**src/rtl/hbms_consts.svh**
```systemverilog
// Timing counts and limits of the half-bridge mode sequencer.
// Assumes the 40 MHz system clock.
`ifndef HBMS_CONSTS_SVH
`define HBMS_CONSTS_SVH
`define HBMS_CLK_MHZ        40
`define HBMS_DEADTIME_NS    1600
`define HBMS_DEAD_CYC       ((`HBMS_DEADTIME_NS * `HBMS_CLK_MHZ) / 1000)
`define HBMS_WDOG_US        400
`define HBMS_WDOG_CYC       (`HBMS_WDOG_US * `HBMS_CLK_MHZ)
`define HBMS_FAULT_EVENTS   65
`define HBMS_HALF_PERIOD    449
`define HBMS_BOOST_ON_CYC   200
`endif

```
**src/rtl/hbms_pkg.sv**
```systemverilog
// Types of the half-bridge mode sequencer.
// Used by the sequencer and its bench; the boost stage does not import it.
package hbms_pkg;
    typedef enum logic [2:0] {
        HBMS_LOCKOUT,
        HBMS_RUN,
        HBMS_DIM,
        HBMS_FAULT
    } hbms_mode_t;
    typedef enum logic [1:0] {
        HBMS_LS_ON,
        HBMS_DEAD_A,
        HBMS_HS_ON,
        HBMS_DEAD_B
    } hbms_phase_t;
endpackage : hbms_pkg

```
**src/rtl/hbms_top.sv**
```systemverilog
// Mode sequencer for a boost plus half-bridge driver controller.
// Inputs are comparator decisions; outputs feed external gate drivers.
`timescale 1ns/10ps
`include "hbms_consts.svh"
// Behaviour
// - In supply lockout both drives stay low and the oscillator is stopped.
// - Leave lockout when supply above start threshold and dim input low.
// - High-side toggles only once floating supply passes its start threshold.
// - Bootstrap switch is on during every low-side on-time.
// - Drives alternate at half duty with 1.6 us deadtime between them.
// - Run starts at minimum frequency; raising it is external.
// - Bridge over-current only counts while the low-side drive is on.
// - Count over-current low-side cycles; a count of 65 enters fault mode.
// - Clean low-side cycles count down by one, stopping at zero.
// - Dim input high in run enters dim mode with all gates low.
// - Fault forces gates low and discharges compensation; dim keeps it.
// - Dim input low again leaves dim mode and resumes switching.
// - Boost gate waits for zero inductor current before turning on.
// - Zero-current rising edge starts off-time; falling edge turns gate on.
// - Watchdog forces the boost gate on after about 400 us.
// - Boost over-current turns gate off until next turn-on event.
// - Over-voltage holds boost low; release forces one watchdog pulse.
module hbms_top
    import hbms_pkg::*;
#(
    parameter int unsigned DEAD_CYC   = `HBMS_DEAD_CYC,
    parameter int unsigned HALF_CYC   = `HBMS_HALF_PERIOD,
    parameter int unsigned FAULT_EVTS = `HBMS_FAULT_EVENTS,
    parameter int unsigned WDOG_CYC   = `HBMS_WDOG_CYC,
    parameter int unsigned BOOST_ON   = `HBMS_BOOST_ON_CYC
) (
    // Clock and reset
    input  wire logic i_sys_clk,
    input  wire logic i_nrst,
    // Comparator decisions
    input  wire logic i_supply_above_start,
    input  wire logic i_high_side_above_start,
    input  wire logic i_dim_above_high,
    input  wire logic i_dim_below_low,
    input  wire logic i_bridge_overcurrent,
    input  wire logic i_zero_current_detect,
    input  wire logic i_boost_current_sense,
    input  wire logic i_bus_overvoltage,
    // Drives and controls
    output logic      o_low_side_drive,
    output logic      o_high_side_drive,
    output logic      o_boost_gate_drive,
    output logic      o_bootstrap_on,
    output logic      o_comp_discharge,
    output logic      o_osc_run,
    output logic      o_fault
);
    import hbms_pkg::*;

    localparam int PW = $clog2(HALF_CYC + 1);
    localparam int FW = $clog2(FAULT_EVTS + 1);
    localparam int NS = 8;

    if (DEAD_CYC < 1 || HALF_CYC <= DEAD_CYC || FAULT_EVTS < 1) begin : g_bad_timing
        $error("hbms_top: bad timing parameters");
    end

    // Two-stage synchronisers for every comparator
    logic [NS-1:0] raw;
    logic [NS-1:0] sync1_r;
    logic [NS-1:0] sync2_r;
    assign raw = {i_supply_above_start, i_high_side_above_start, i_dim_above_high, i_dim_below_low,
                  i_bridge_overcurrent, i_zero_current_detect, i_boost_current_sense, i_bus_overvoltage};

    genvar g;
    generate
        for (g = 0; g < NS; g++) begin : g_sync
            always_ff @(posedge i_sys_clk or negedge i_nrst) begin
                if (!i_nrst) begin
                    sync1_r[g] <= 1'b0;
                    sync2_r[g] <= 1'b0;
                end else begin
                    sync1_r[g] <= raw[g];
                    sync2_r[g] <= sync1_r[g];
                end
            end
        end
    endgenerate

    wire s_supply = sync2_r[7];
    wire s_hs_ok  = sync2_r[6];
    wire s_dim_hi = sync2_r[5];
    wire s_dim_lo = sync2_r[4];
    wire s_bocp   = sync2_r[3];
    wire s_zcd    = sync2_r[2];
    wire s_pocp   = sync2_r[1];
    wire s_ovp    = sync2_r[0];

    hbms_mode_t    mode_r;
    hbms_mode_t    mode_nxt;
    hbms_phase_t   phase_r;
    hbms_phase_t   phase_nxt;
    logic [PW-1:0] pcnt_r;
    logic [PW-1:0] pcnt_nxt;
    logic [FW-1:0] fcnt_r;
    logic [FW-1:0] fcnt_nxt;
    logic          ev_seen_r;
    logic          ev_seen_nxt;
    logic          hs_en_r;
    logic          lo_r;
    logic          ho_r;
    logic          boot_r;
    logic          compdis_r;
    logic          osc_r;
    logic          fault_r;
    logic          boost_gate;

    wire running   = (mode_r == HBMS_RUN);
    wire fault_hit = (fcnt_nxt >= FW'(FAULT_EVTS));
    wire phase_end = (pcnt_r >= PW'((phase_r == HBMS_LS_ON || phase_r == HBMS_HS_ON)
                                    ? HALF_CYC - DEAD_CYC - 1 : DEAD_CYC - 1));
    wire ls_end    = running && phase_end && (phase_r == HBMS_LS_ON);
    wire ls_event  = s_bocp & lo_r;
    // First run cycle: low side not up yet, hold the count so the first pulse is full length
    wire run_entry = running && (phase_r == HBMS_LS_ON) && !lo_r;

    // Mode sequencing
    always_comb begin
        mode_nxt = mode_r;
        if (!s_supply) begin
            mode_nxt = HBMS_LOCKOUT;
        end else begin
            case (mode_r)
                HBMS_LOCKOUT: if (s_dim_lo && !s_dim_hi) mode_nxt = HBMS_RUN;
                HBMS_RUN: begin
                    if (ls_end && fault_hit) begin
                        mode_nxt = HBMS_FAULT;
                    end else if (s_dim_hi) begin
                        mode_nxt = HBMS_DIM;
                    end
                end
                HBMS_DIM:   if (s_dim_lo) mode_nxt = HBMS_RUN;
                HBMS_FAULT: mode_nxt = HBMS_FAULT;
                default:    mode_nxt = HBMS_LOCKOUT;
            endcase
        end
    end

    // Oscillator phase, restarted at the low-side phase with fixed minimum period
    always_comb begin
        phase_nxt = phase_r;
        pcnt_nxt  = pcnt_r + PW'(1);
        if (!running || mode_nxt != HBMS_RUN) begin
            phase_nxt = HBMS_LS_ON;
            pcnt_nxt  = '0;
        end else if (run_entry) begin
            pcnt_nxt  = '0;
        end else if (phase_end) begin
            pcnt_nxt = '0;
            case (phase_r)
                HBMS_LS_ON:  phase_nxt = HBMS_DEAD_A;
                HBMS_DEAD_A: phase_nxt = HBMS_HS_ON;
                HBMS_HS_ON:  phase_nxt = HBMS_DEAD_B;
                HBMS_DEAD_B: phase_nxt = HBMS_LS_ON;
                default:     phase_nxt = HBMS_LS_ON;
            endcase
        end
    end

    // Up/down fault counter, one step per low-side cycle
    always_comb begin
        fcnt_nxt    = fcnt_r;
        ev_seen_nxt = ev_seen_r | ls_event;
        if (mode_r == HBMS_LOCKOUT) begin
            fcnt_nxt    = '0;
            ev_seen_nxt = 1'b0;
        end else if (ls_end) begin
            ev_seen_nxt = 1'b0;
            if (ev_seen_r || ls_event) begin
                fcnt_nxt = fcnt_r + FW'(1);
            end else if (fcnt_r != '0) begin
                fcnt_nxt = fcnt_r - FW'(1);
            end
        end
    end

    wire lo_nxt = running && (mode_nxt == HBMS_RUN) && (phase_nxt == HBMS_LS_ON);
    wire ho_nxt = running && (mode_nxt == HBMS_RUN) && (phase_nxt == HBMS_HS_ON) && hs_en_r;

    always_ff @(posedge i_sys_clk or negedge i_nrst) begin
        if (!i_nrst) begin
            mode_r    <= HBMS_LOCKOUT;
            phase_r   <= HBMS_LS_ON;
            pcnt_r    <= '0;
            fcnt_r    <= '0;
            ev_seen_r <= 1'b0;
            hs_en_r   <= 1'b0;
            lo_r      <= 1'b0;
            ho_r      <= 1'b0;
            boot_r    <= 1'b0;
            compdis_r <= 1'b0;
            osc_r     <= 1'b0;
            fault_r   <= 1'b0;
        end else begin
            mode_r    <= mode_nxt;
            phase_r   <= phase_nxt;
            pcnt_r    <= pcnt_nxt;
            fcnt_r    <= fcnt_nxt;
            ev_seen_r <= ev_seen_nxt;
            hs_en_r   <= (mode_r != HBMS_LOCKOUT) && (hs_en_r || s_hs_ok);
            lo_r      <= lo_nxt;
            ho_r      <= ho_nxt;
            boot_r    <= lo_nxt;
            compdis_r <= (mode_nxt == HBMS_FAULT) || (mode_nxt == HBMS_LOCKOUT);
            osc_r     <= (mode_nxt == HBMS_RUN);
            fault_r   <= (mode_nxt == HBMS_FAULT);
        end
    end

    hbms_boost #(
        .WDOG_CYC (WDOG_CYC),
        .ON_CYC   (BOOST_ON)
    ) u_boost (
        .i_sys_clk (i_sys_clk),
        .i_nrst    (i_nrst),
        .i_enable  (running && mode_nxt == HBMS_RUN),
        .i_zcd     (s_zcd),
        .i_ocp     (s_pocp),
        .i_ovp     (s_ovp),
        .o_gate    (boost_gate)
    );

    assign o_low_side_drive   = lo_r;
    assign o_high_side_drive  = ho_r;
    assign o_boost_gate_drive = boost_gate;
    assign o_bootstrap_on     = boot_r;
    assign o_comp_discharge   = compdis_r;
    assign o_osc_run          = osc_r;
    assign o_fault            = fault_r;

    a_lockout_quiet: assert property (@(posedge i_sys_clk) disable iff (!i_nrst)
        mode_r == HBMS_LOCKOUT |-> !lo_r && !ho_r && !osc_r)
        else $error("drive active in lockout");
    a_no_overlap: assert property (@(posedge i_sys_clk) disable iff (!i_nrst)
        $fell(lo_r) |-> !ho_r [*8])
        else $error("deadtime violated after low-side off");
    a_hs_gated: assert property (@(posedge i_sys_clk) disable iff (!i_nrst)
        !hs_en_r |=> !ho_r)
        else $error("high side toggled before floating supply ready");
    a_boot_follows: assert property (@(posedge i_sys_clk) disable iff (!i_nrst)
        boot_r == lo_r)
        else $error("bootstrap switch not tied to low-side on-time");
    a_fault_latched: assert property (@(posedge i_sys_clk) disable iff (!i_nrst)
        mode_r == HBMS_FAULT && s_supply |=> mode_r == HBMS_FAULT)
        else $error("fault mode left without lockout");
    a_fault_gates_low: assert property (@(posedge i_sys_clk) disable iff (!i_nrst)
        mode_r == HBMS_FAULT |=> !lo_r && !ho_r && compdis_r)
        else $error("fault mode outputs wrong");
    a_dim_keeps_comp: assert property (@(posedge i_sys_clk) disable iff (!i_nrst)
        mode_r == HBMS_DIM && mode_nxt == HBMS_DIM |=> !lo_r && !ho_r && !compdis_r && !boost_gate)
        else $error("dim mode outputs wrong");
    a_count_down: assert property (@(posedge i_sys_clk) disable iff (!i_nrst)
        ls_end && !ev_seen_r && !ls_event && fcnt_r != '0 && mode_r != HBMS_LOCKOUT
        |=> fcnt_r == $past(fcnt_r) - FW'(1))
        else $error("fault counter did not count down");
endmodule : hbms_top

```
**src/rtl/hbms_boost.sv**
```systemverilog
// Critical-conduction boost gate stage.
// Inputs already synchronised; enable is low outside run mode.
`timescale 1ns/10ps
`include "hbms_consts.svh"
module hbms_boost #(
    parameter int unsigned WDOG_CYC = `HBMS_WDOG_CYC,
    parameter int unsigned ON_CYC   = `HBMS_BOOST_ON_CYC
) (
    input  wire logic i_sys_clk,
    input  wire logic i_nrst,
    input  wire logic i_enable,
    input  wire logic i_zcd,
    input  wire logic i_ocp,
    input  wire logic i_ovp,
    output logic      o_gate
);
    localparam int CW = $clog2(WDOG_CYC + 1);
    if (WDOG_CYC < 2 || ON_CYC < 1 || ON_CYC >= WDOG_CYC) begin : g_bad_timing
        $error("hbms_boost: bad timing parameters");
    end

    logic          gate_r;
    logic          zcd_d_r;
    logic          ovp_d_r;
    logic [CW-1:0] cnt_r;
    logic [CW-1:0] cnt_nxt;
    logic          gate_nxt;

    wire zcd_fall = zcd_d_r & ~i_zcd;
    wire wdog_hit = (cnt_r >= CW'(WDOG_CYC - 1));
    wire ovp_clr  = ovp_d_r & ~i_ovp;
    wire on_done  = (cnt_r >= CW'(ON_CYC - 1));
    // Turn-on: zero current, watchdog, or one forced pulse after over-voltage
    wire turn_on  = ~gate_r & (zcd_fall | wdog_hit | ovp_clr);
    // Turn-off: fixed on-time or immediate over-current
    wire turn_off = gate_r & (on_done | i_ocp);

    always_comb begin
        gate_nxt = gate_r;
        cnt_nxt  = cnt_r + CW'(1);
        if (!i_enable || i_ovp) begin
            gate_nxt = 1'b0;
            cnt_nxt  = '0;
        end else if (turn_on) begin
            gate_nxt = 1'b1;
            cnt_nxt  = '0;
        end else if (turn_off) begin
            gate_nxt = 1'b0;
            cnt_nxt  = '0;
        end
    end

    always_ff @(posedge i_sys_clk or negedge i_nrst) begin
        if (!i_nrst) begin
            gate_r  <= 1'b0;
            zcd_d_r <= 1'b0;
            ovp_d_r <= 1'b0;
            cnt_r   <= '0;
        end else begin
            gate_r  <= gate_nxt;
            zcd_d_r <= i_zcd;
            ovp_d_r <= i_ovp;
            cnt_r   <= cnt_nxt;
        end
    end

    assign o_gate = gate_r;

    a_ocp_gate_off: assert property (@(posedge i_sys_clk) disable iff (!i_nrst)
        gate_r && i_ocp |=> !gate_r)
        else $error("boost gate stayed on under over-current");
    a_ovp_gate_low: assert property (@(posedge i_sys_clk) disable iff (!i_nrst)
        i_ovp |=> !gate_r)
        else $error("boost gate on during over-voltage");
    a_zcd_turn_on: assert property (@(posedge i_sys_clk) disable iff (!i_nrst)
        i_enable && !i_ovp && !ovp_d_r && !gate_r && zcd_d_r && !i_zcd |=> gate_r)
        else $error("boost gate missed zero-current turn-on");
endmodule : hbms_boost

```
**config.mk**
```make
export PLATFORM = sky130hd
export DESIGN_NAME = hbms_top
export DESIGN_NICKNAME = d
export VERILOG_FILES = /design/src/rtl/hbms_pkg.sv /design/src/rtl/hbms_top.sv /design/src/rtl/hbms_boost.sv
export VERILOG_INCLUDE_DIRS = /design/src /design/src/rtl
export SDC_FILE = /design/constraint.sdc
export NUM_CORES = 1
export LEC_CHECK = 0
export ABC_AREA = 0
export BUFFER_PORTS_ARGS = -buffer_cell sky130_fd_sc_hd__buf_2
export CELL_PAD_IN_SITES_DETAIL_PLACEMENT = 1
export CELL_PAD_IN_SITES_GLOBAL_PLACEMENT = 1
export CORE_ASPECT_RATIO = 0.8
export CORE_MARGIN = 2
export CORE_UTILIZATION = 40
export CTS_BUF_LIST = sky130_fd_sc_hd__clkbuf_2
export DETAILED_ROUTE_END_ITERATION = 7
export PLACE_DENSITY = 0.71
export SYNTH_ARGS = -nofsm -noshare
export SYNTH_HDL_FRONTEND = slang
export SYNTH_SLANG_ARGS = --single-unit
```
**constraint.sdc**
```tcl
create_clock -name i_sys_clk -period 4.2 [get_ports i_sys_clk]
set_clock_uncertainty 0.05 [all_clocks]
set_input_delay 0.84 -clock i_sys_clk [delete_from_list [all_inputs] [get_ports i_sys_clk]]
set_output_delay 0.84 -clock i_sys_clk [all_outputs]
set_load 0.1 [all_outputs]
```
# Yosys cells after proc, flatten, opt, wreduce, memory -nomap -nowiden
# Index checks and enable logic that the tools add are counted.
totals:
  ff_bits: 61
  word_cells: 115
classes:
  add_sub_neg: 4
  n_lt_le_gt_ge: 4
  n_eq_ne: 10
  muxes: 26
  n_bitwise: 12
  n_reduce_logical: 28
op_table:
  columns: ["operator", "n"]
  rows:
  - ["$mux W14", 3]
  - ["$mux W9", 4]
  - ["$mux W7", 4]
  - ["$mux W3", 5]
  - ["$add A14 B1 Y14 const B", 1]
  - ["$ge A14 B14 Y1 const B", 1]
  - ["$ge A14 B8 Y1 const B", 1]
  - ["$pmux W3 S4", 1]
  - ["$logic_and A1 B1 Y1", 11]
  - ["$add A9 B1 Y9 const B", 1]
  - ["$eq A3 B2 Y1 const B", 3]
  - ["$ge A9 B9 Y1", 1]
  - ["$pmux W2 S4", 1]
  - ["$add A7 B1 Y7 const B", 1]
  - ["$ge A7 B7 Y1 const B", 1]
  - ["$reduce_bool A7 Y1", 1]
  - ["$sub A7 B1 Y7 const B", 1]
  - ["$eq A2 B2 Y1 const B", 3]
  - ["$eq A3 B1 Y1 const B", 2]
  - ["$logic_not A3 Y1", 2]
  - ["$logic_or A1 B1 Y1", 6]
  - ["$mux W2", 3]
  - ["$reduce_bool A3 Y1", 2]
  - ["$and A1 B1 Y1", 5]
  - ["other kinds (7)", 20]

# Depth between registers and ports, before layout
logic_depth:
  word_depth: 19
  ltp_mapped: 11

# Modules after synthesis
# Synthesis repeated with hierarchy kept, for this count alone.
hier_totals:
  cells_unflattened: 312
  area_unflattened_um2: 3234.4
by_module_without_submodules:
  columns: ["module", "instances", "cells_per_inst", "area_each_um2", "seq_area_each_um2"]
  rows:
  - ["hbms_top", 1, 227, 2334.7, 1101.1]
  - ["hbms_boost", 1, 85, 899.6, 425.4]

# Worst setup path before layout
# No wires, ideal clock.
synth_path:
  kind: "flip-flop to flip-flop"
  startpoint: "register, netlist name o_bootstrap_on"
  endpoint: "register u_boost.cnt_r[10]"
  t_arrival_ns: 2.612
  required_time_ns: 4.008
  setup_slack_ns: 1.395
  stages_incl_launch_ff: 9
  path_buffers: 2
  path_cell_list: "dfrtp_1 -> a21o_1 -> buf_1 -> a21oi_1 -> a22oi_1 -> a221oi_4 -> a211oi_4 -> buf_6 -> nor3_2"
synth_rtl:
  columns: ["element", "line_no", "source"]
  rows:
  - ["to (signal assigned)", "hbms_boost.sv:63", "cnt_r <= cnt_nxt;"]
  - ["to (decl)", "hbms_boost.sv:25", "logic [CW-1:0] cnt_r;"]

# Worst setup path after layout
layout_path:
  startpoint: "register fcnt_r[0]"
  endpoint: "register ho_r (netlist: o_high_side_drive)"
layout_via:
  elab_chain_len: 16
  elab_cells_between_ends: 20
layout_rtl:
  columns: ["element", "line_no", "source"]
  rows:
  - ["from (decl)", "hbms_top.sv:100", "logic [FW-1:0] fcnt_r;"]
  - ["from (signal assigned)", "hbms_top.sv:203", "fcnt_r <= fcnt_nxt;"]
  - ["$sub A7 B1 Y7 or $reduce_bool A7 Y1 (tied branches)", "hbms_top.sv:177, hbms_top.sv:176", null]
  - ["$mux W7", "hbms_top.sv:176", "end else if (fcnt_r != '0) begin"]
  - ["$mux W7", "hbms_top.sv:174", "if (ev_seen_r || ls_event) begin"]
  - ["$mux W7 *", "hbms_top.sv:172", "end else if (ls_end) begin"]
  - ["$mux W7 *", "hbms_top.sv:169", "if (mode_r == HBMS_LOCKOUT) begin"]
  - ["$ge A7 B7 Y1 *", "hbms_top.sv:114", "wire fault_hit = (fcnt_nxt >= FW'(FAULT_EVTS));"]
  - ["$logic_and A1 B1 Y1 *", "hbms_top.sv:131", "if (ls_end && fault_hit) begin"]
  - ["$mux W3 *", "hbms_top.sv:131", null]
  - ["$pmux W3 S4 *", "hbms_top.sv:128", "case (mode_r)"]
  - ["$mux W3 *", "hbms_top.sv:125", "if (!s_supply) begin"]
  - ["$ne A3 B1 Y1", "hbms_top.sv:148", "if (!running || mode_nxt != HBMS_RUN) begin"]
  - ["$logic_or A1 B1 Y1", "hbms_top.sv:148", null]
  - ["$mux W2", "hbms_top.sv:148", null]
  - ["$eq A2 B2 Y1", "hbms_top.sv:183", "wire ho_nxt = running && (mode_nxt == HBMS_RUN) && (phase_nxt == HBMS_HS_ON) && hs_en_r;"]
  - ["$logic_and A1 B1 Y1 * (2 in series)", "hbms_top.sv:183", null]
  - ["via ho_nxt", "hbms_top.sv:183", null]
  - ["to (signal assigned)", "hbms_top.sv:207", "ho_r <= ho_nxt;"]
  - ["to (decl)", "hbms_top.sv:106", "logic ho_r;"]
# Mark *: on every way through the listed nets, which the timed path passes. The rest lies on a longest branch.
# A chain may end at the register's enable or synchronous reset.

==> metrics.md <==
| Metric | Value |
|---|---|
| Max Cap Violations | 0 |
| Cell variety after synth | between 60 and 70 |
| Final setup fails | 0 |
| Crit path depth | 8 |
| Post-Synthesis Cell Area | 3170 µm² |
| Cells after synthesis | 298 |
| Detailed Place HPWL | 4920 µm |
| H-tree lvl count | 3 |
| DRC | 0 |
| Crit path max-delay family | compound AO/OA/AOI/OAI gates |
| Global-route wire length before repair | approximately 12,000 µm |
| Largest family of logic cells by synthesized area | simple AND/OR/NAND/NOR gates |
| Vias in the first global route | 2,355 |
| Clk Tree Root Cell | clkbuf_2 |
| Sequential cell area fraction in the yosys report | 48.1% |
| Post-CTS setup buffer count | 0 |
| Share of layout cells above drive strength 1 | 16.9% |
| Largest net degree at the start of global routing | 33 |
| Xor/xnor share of the synthesized area | 5.24% |
| Synth area leaders | dfrtp_1, ha_1, xor2_1 |
| R2R setup slack | between 1 and 1.5 ns |
| Clock buffer depth | 2 |
| Critical path type | flop to flop |
| Clock period minus worst slack | 3.18 ns |
| CP Buf/Inv Count | 1 |
| CTS Hold Buffers Added | 0 |
| Initial DRT Pass Iterations | 4 |
| YS warnings | 0 |
| Register share of total power | 56.7% |
| # port buffers | 16 |
| Ys flop type | dfrtp_1 |
| Outcome | finished clean |
| Clk network pwr share | between 30 and 40% |
| Die Area | 8670 µm² |
| Syn Area/Cell | 10.7 µm² |
| Die X | just over 100 µm |
| CP peak stage delay | 0.88 ns |
| Most frequent cells after synthesis | dfrtp_1, nor2_1, nand2_1 |
| Element type at the critical path end | flop |
| Final Cycle Share | 75.7% |
| Core box area | 7800 µm² |
| Critical path required time | 4.51 ns |
| Post-Synth Adder-Cell Area | 6.31% |
| Initial antenna violation count | 0 |
| TritonCTS Buffers | 9 |
| CTS tree | done |
| Most frequent cell after synthesis | dfrtp_1 |
| Die Ht | 83.7 µm |
| Worst R2R Path Depth | 8 |
| Crit path DAT | 3.49 ns |
| Initial detailed-routing violation count | 54 |
| Grt ovf | 0 |
| Post-synth top area share | about 48% |
| I/O pin count | 17 |
| Critical path origin | fcnt_r[0] |
| Via count | ~2,300 |
| Power consumption | between 1000 and 1500 µW |
| Actual slew at the worst max-slew pin | a little under 1 ns |
| Worst hold-check path type | input pin to async pin |
| Post_cts resized | 0 |
| Async SR Flop Fraction | between 90% and 100% |
| Vias per cell | 5.37 |
| Dpl ws | about 1.1 ns |
| Cell Pwr Density | 308 nW/µm² |
| Final hold viol count | 0 |
| Routed len/inst | 16.1 µm |
| Worst r2r dst | o_high_side_drive |
| Placer's final routability congestion estimate | around 0.86 |
| RSZ-0062 raised after global routing | false |
| Final wirelength | between 6000 and 7000 µm |
| Synth-to-Final Area Change | 9.14% |
| Clock tree sinks | 61 |
| Antenna violation net count after detailed routing | 0 |
| Slew HR | 33.5% |
| Worst vdd ir | about 0.00015 V |
| Starting Density | 40.7% |
| PnR worst setup slack | 1.02 ns |
| #FFs+latches synth | slightly above 60 |
| Synth Area in Simple Gates | 21.9% |
| Slowest CP cell | a211oi_4 |
| Final slew viol count | 0 |
| CP cell instances | inv_1, ha_1, or4b_4, nor2_2, o311ai_1, a221oi_4, a211oi_4, nor4_1 |
| Syn_nets | 324 |
| Crit-path max FO | 18 |
| GRT Total Usage | 17.0% |
| Antenna Cells | 0 |
| Combinational cell fraction of total power | 3.5% |
| FF-to-FF Start | fcnt_r[0] |
| Leading area contributor after synthesis | dfrtp_1 |
| Multiplexer share of the synthesized area | 1.34% |
| Fmax achieved | around 310 MHz |
| Worst-Skew Late Latency | 0.51 ns |
| Synth Area in Compound Gates | a little over an eighth |
| Fin nets | 341 |
| Leak pwr | roughly 0.0015 µW |
| Net Sw Frac | 24.6% |
| Internal | 803 µW |
| Post-synth EDFFs | 0 |
| Setup tns final | 0 ns |
| Setup crit start kind | flop |
| NetSw | between 200 and 300 µW |
| Site Rows | 29 |
| Clock Pin Slew Worst Setup and Hold Paths | around 0.19 ns |
==> through the flow <==
stage / hold slack (ns) / util, % / cell area [µm²] / std cells
2_1_floorplan: 0.281 / - / 3170 / 298
3_3_place_gp: 0.282 / 42.7 / 3330 / 412
3_5_place_dp: 0.286 / 42.7 / 3330 / 412
4_1_cts: 0.295 / 44.4 / 3460 / 428
5_1_grt: 0.277 / 44.4 / 3460 / 428
6_report: 0.278 / 44.4 / 3460 / 428
==> cell usage in the layout (no fill, tap or decap), types with 7 or more instances in the layout <==
cell,count
a21oi_1,14
buf_2,16
clkbuf_2,9
dfrtp_1,61
ha_1,16
inv_1,13
nand2_1,18
nand3_1,12
nor2_1,22
nor3_1,14
nor3_2,10
o21ai_0,7
xor2_1,14
==> power groups by stage <==
stage	Sequential, µW	Combinational [µW]	Clock, µW
floorplan	619	11.1	0
global placement	615	37.6	0
detailed placement	615	38.4	0
CTS	604	38.5	436
global route	606	42.0	464
finish	604	37.1	424
==> logic make-up (layout without fill, tap and decap cells) <==
logic type               after synthesis  in the layout
AND/OR/NAND/NOR                      116            116
flip-flops                            61             61
AO/OA/AOI/OAI                         56             56
buffers and inverters                 25             47
XOR/XNOR                              19             19
adder cells (fa/ha/maj)               16             16
multiplexers                           4              4
other                                  1              1
==> flip-flops by register name (all words and copies together) (netlist names), 2 cells and up <==
name / flops
pcnt_r: 9
fcnt_r: 7
u_boost.cnt_r: 14
phase_r: 2
sync1_r: 8
mode_r: 3
==> final cells by class <==
type,count,area (µm²)
Sequential cell,61,1530
Fill cell,882,4340
Multi-Input combinational cell,212,1530
Inverter,13,48.8
Clock inverter,7,88.8
Clock buffer,9,45.0
Timing Repair Buffer,18,95.1
Tap cell,108,135
==> how the worst max path moves through the flow <==
stage	to	slack (ns)
3_5_place_dp	o_high_side_drive	1.06
6_report	o_high_side_drive	1.02
5_1_grt	u_boost.cnt_r[13]	0.80
2_1_floorplan	u_boost.cnt_r[10]	1.40
4_1_cts	phase_r[0]	1.01
3_3_place_gp	o_high_side_drive	1.17
==> layer usage <==
metal,wire length (µm),share of wire [%],track usage [%],vias up
met5,0,0,0,-
met4,70,1.0,4.91,0
met3,202,2.9,5.54,6
met2,3400,49,27.9,26
met1,3230,47,21.6,1158
li1,-,-,-,1107
Power figures use the tool's default switching activity.
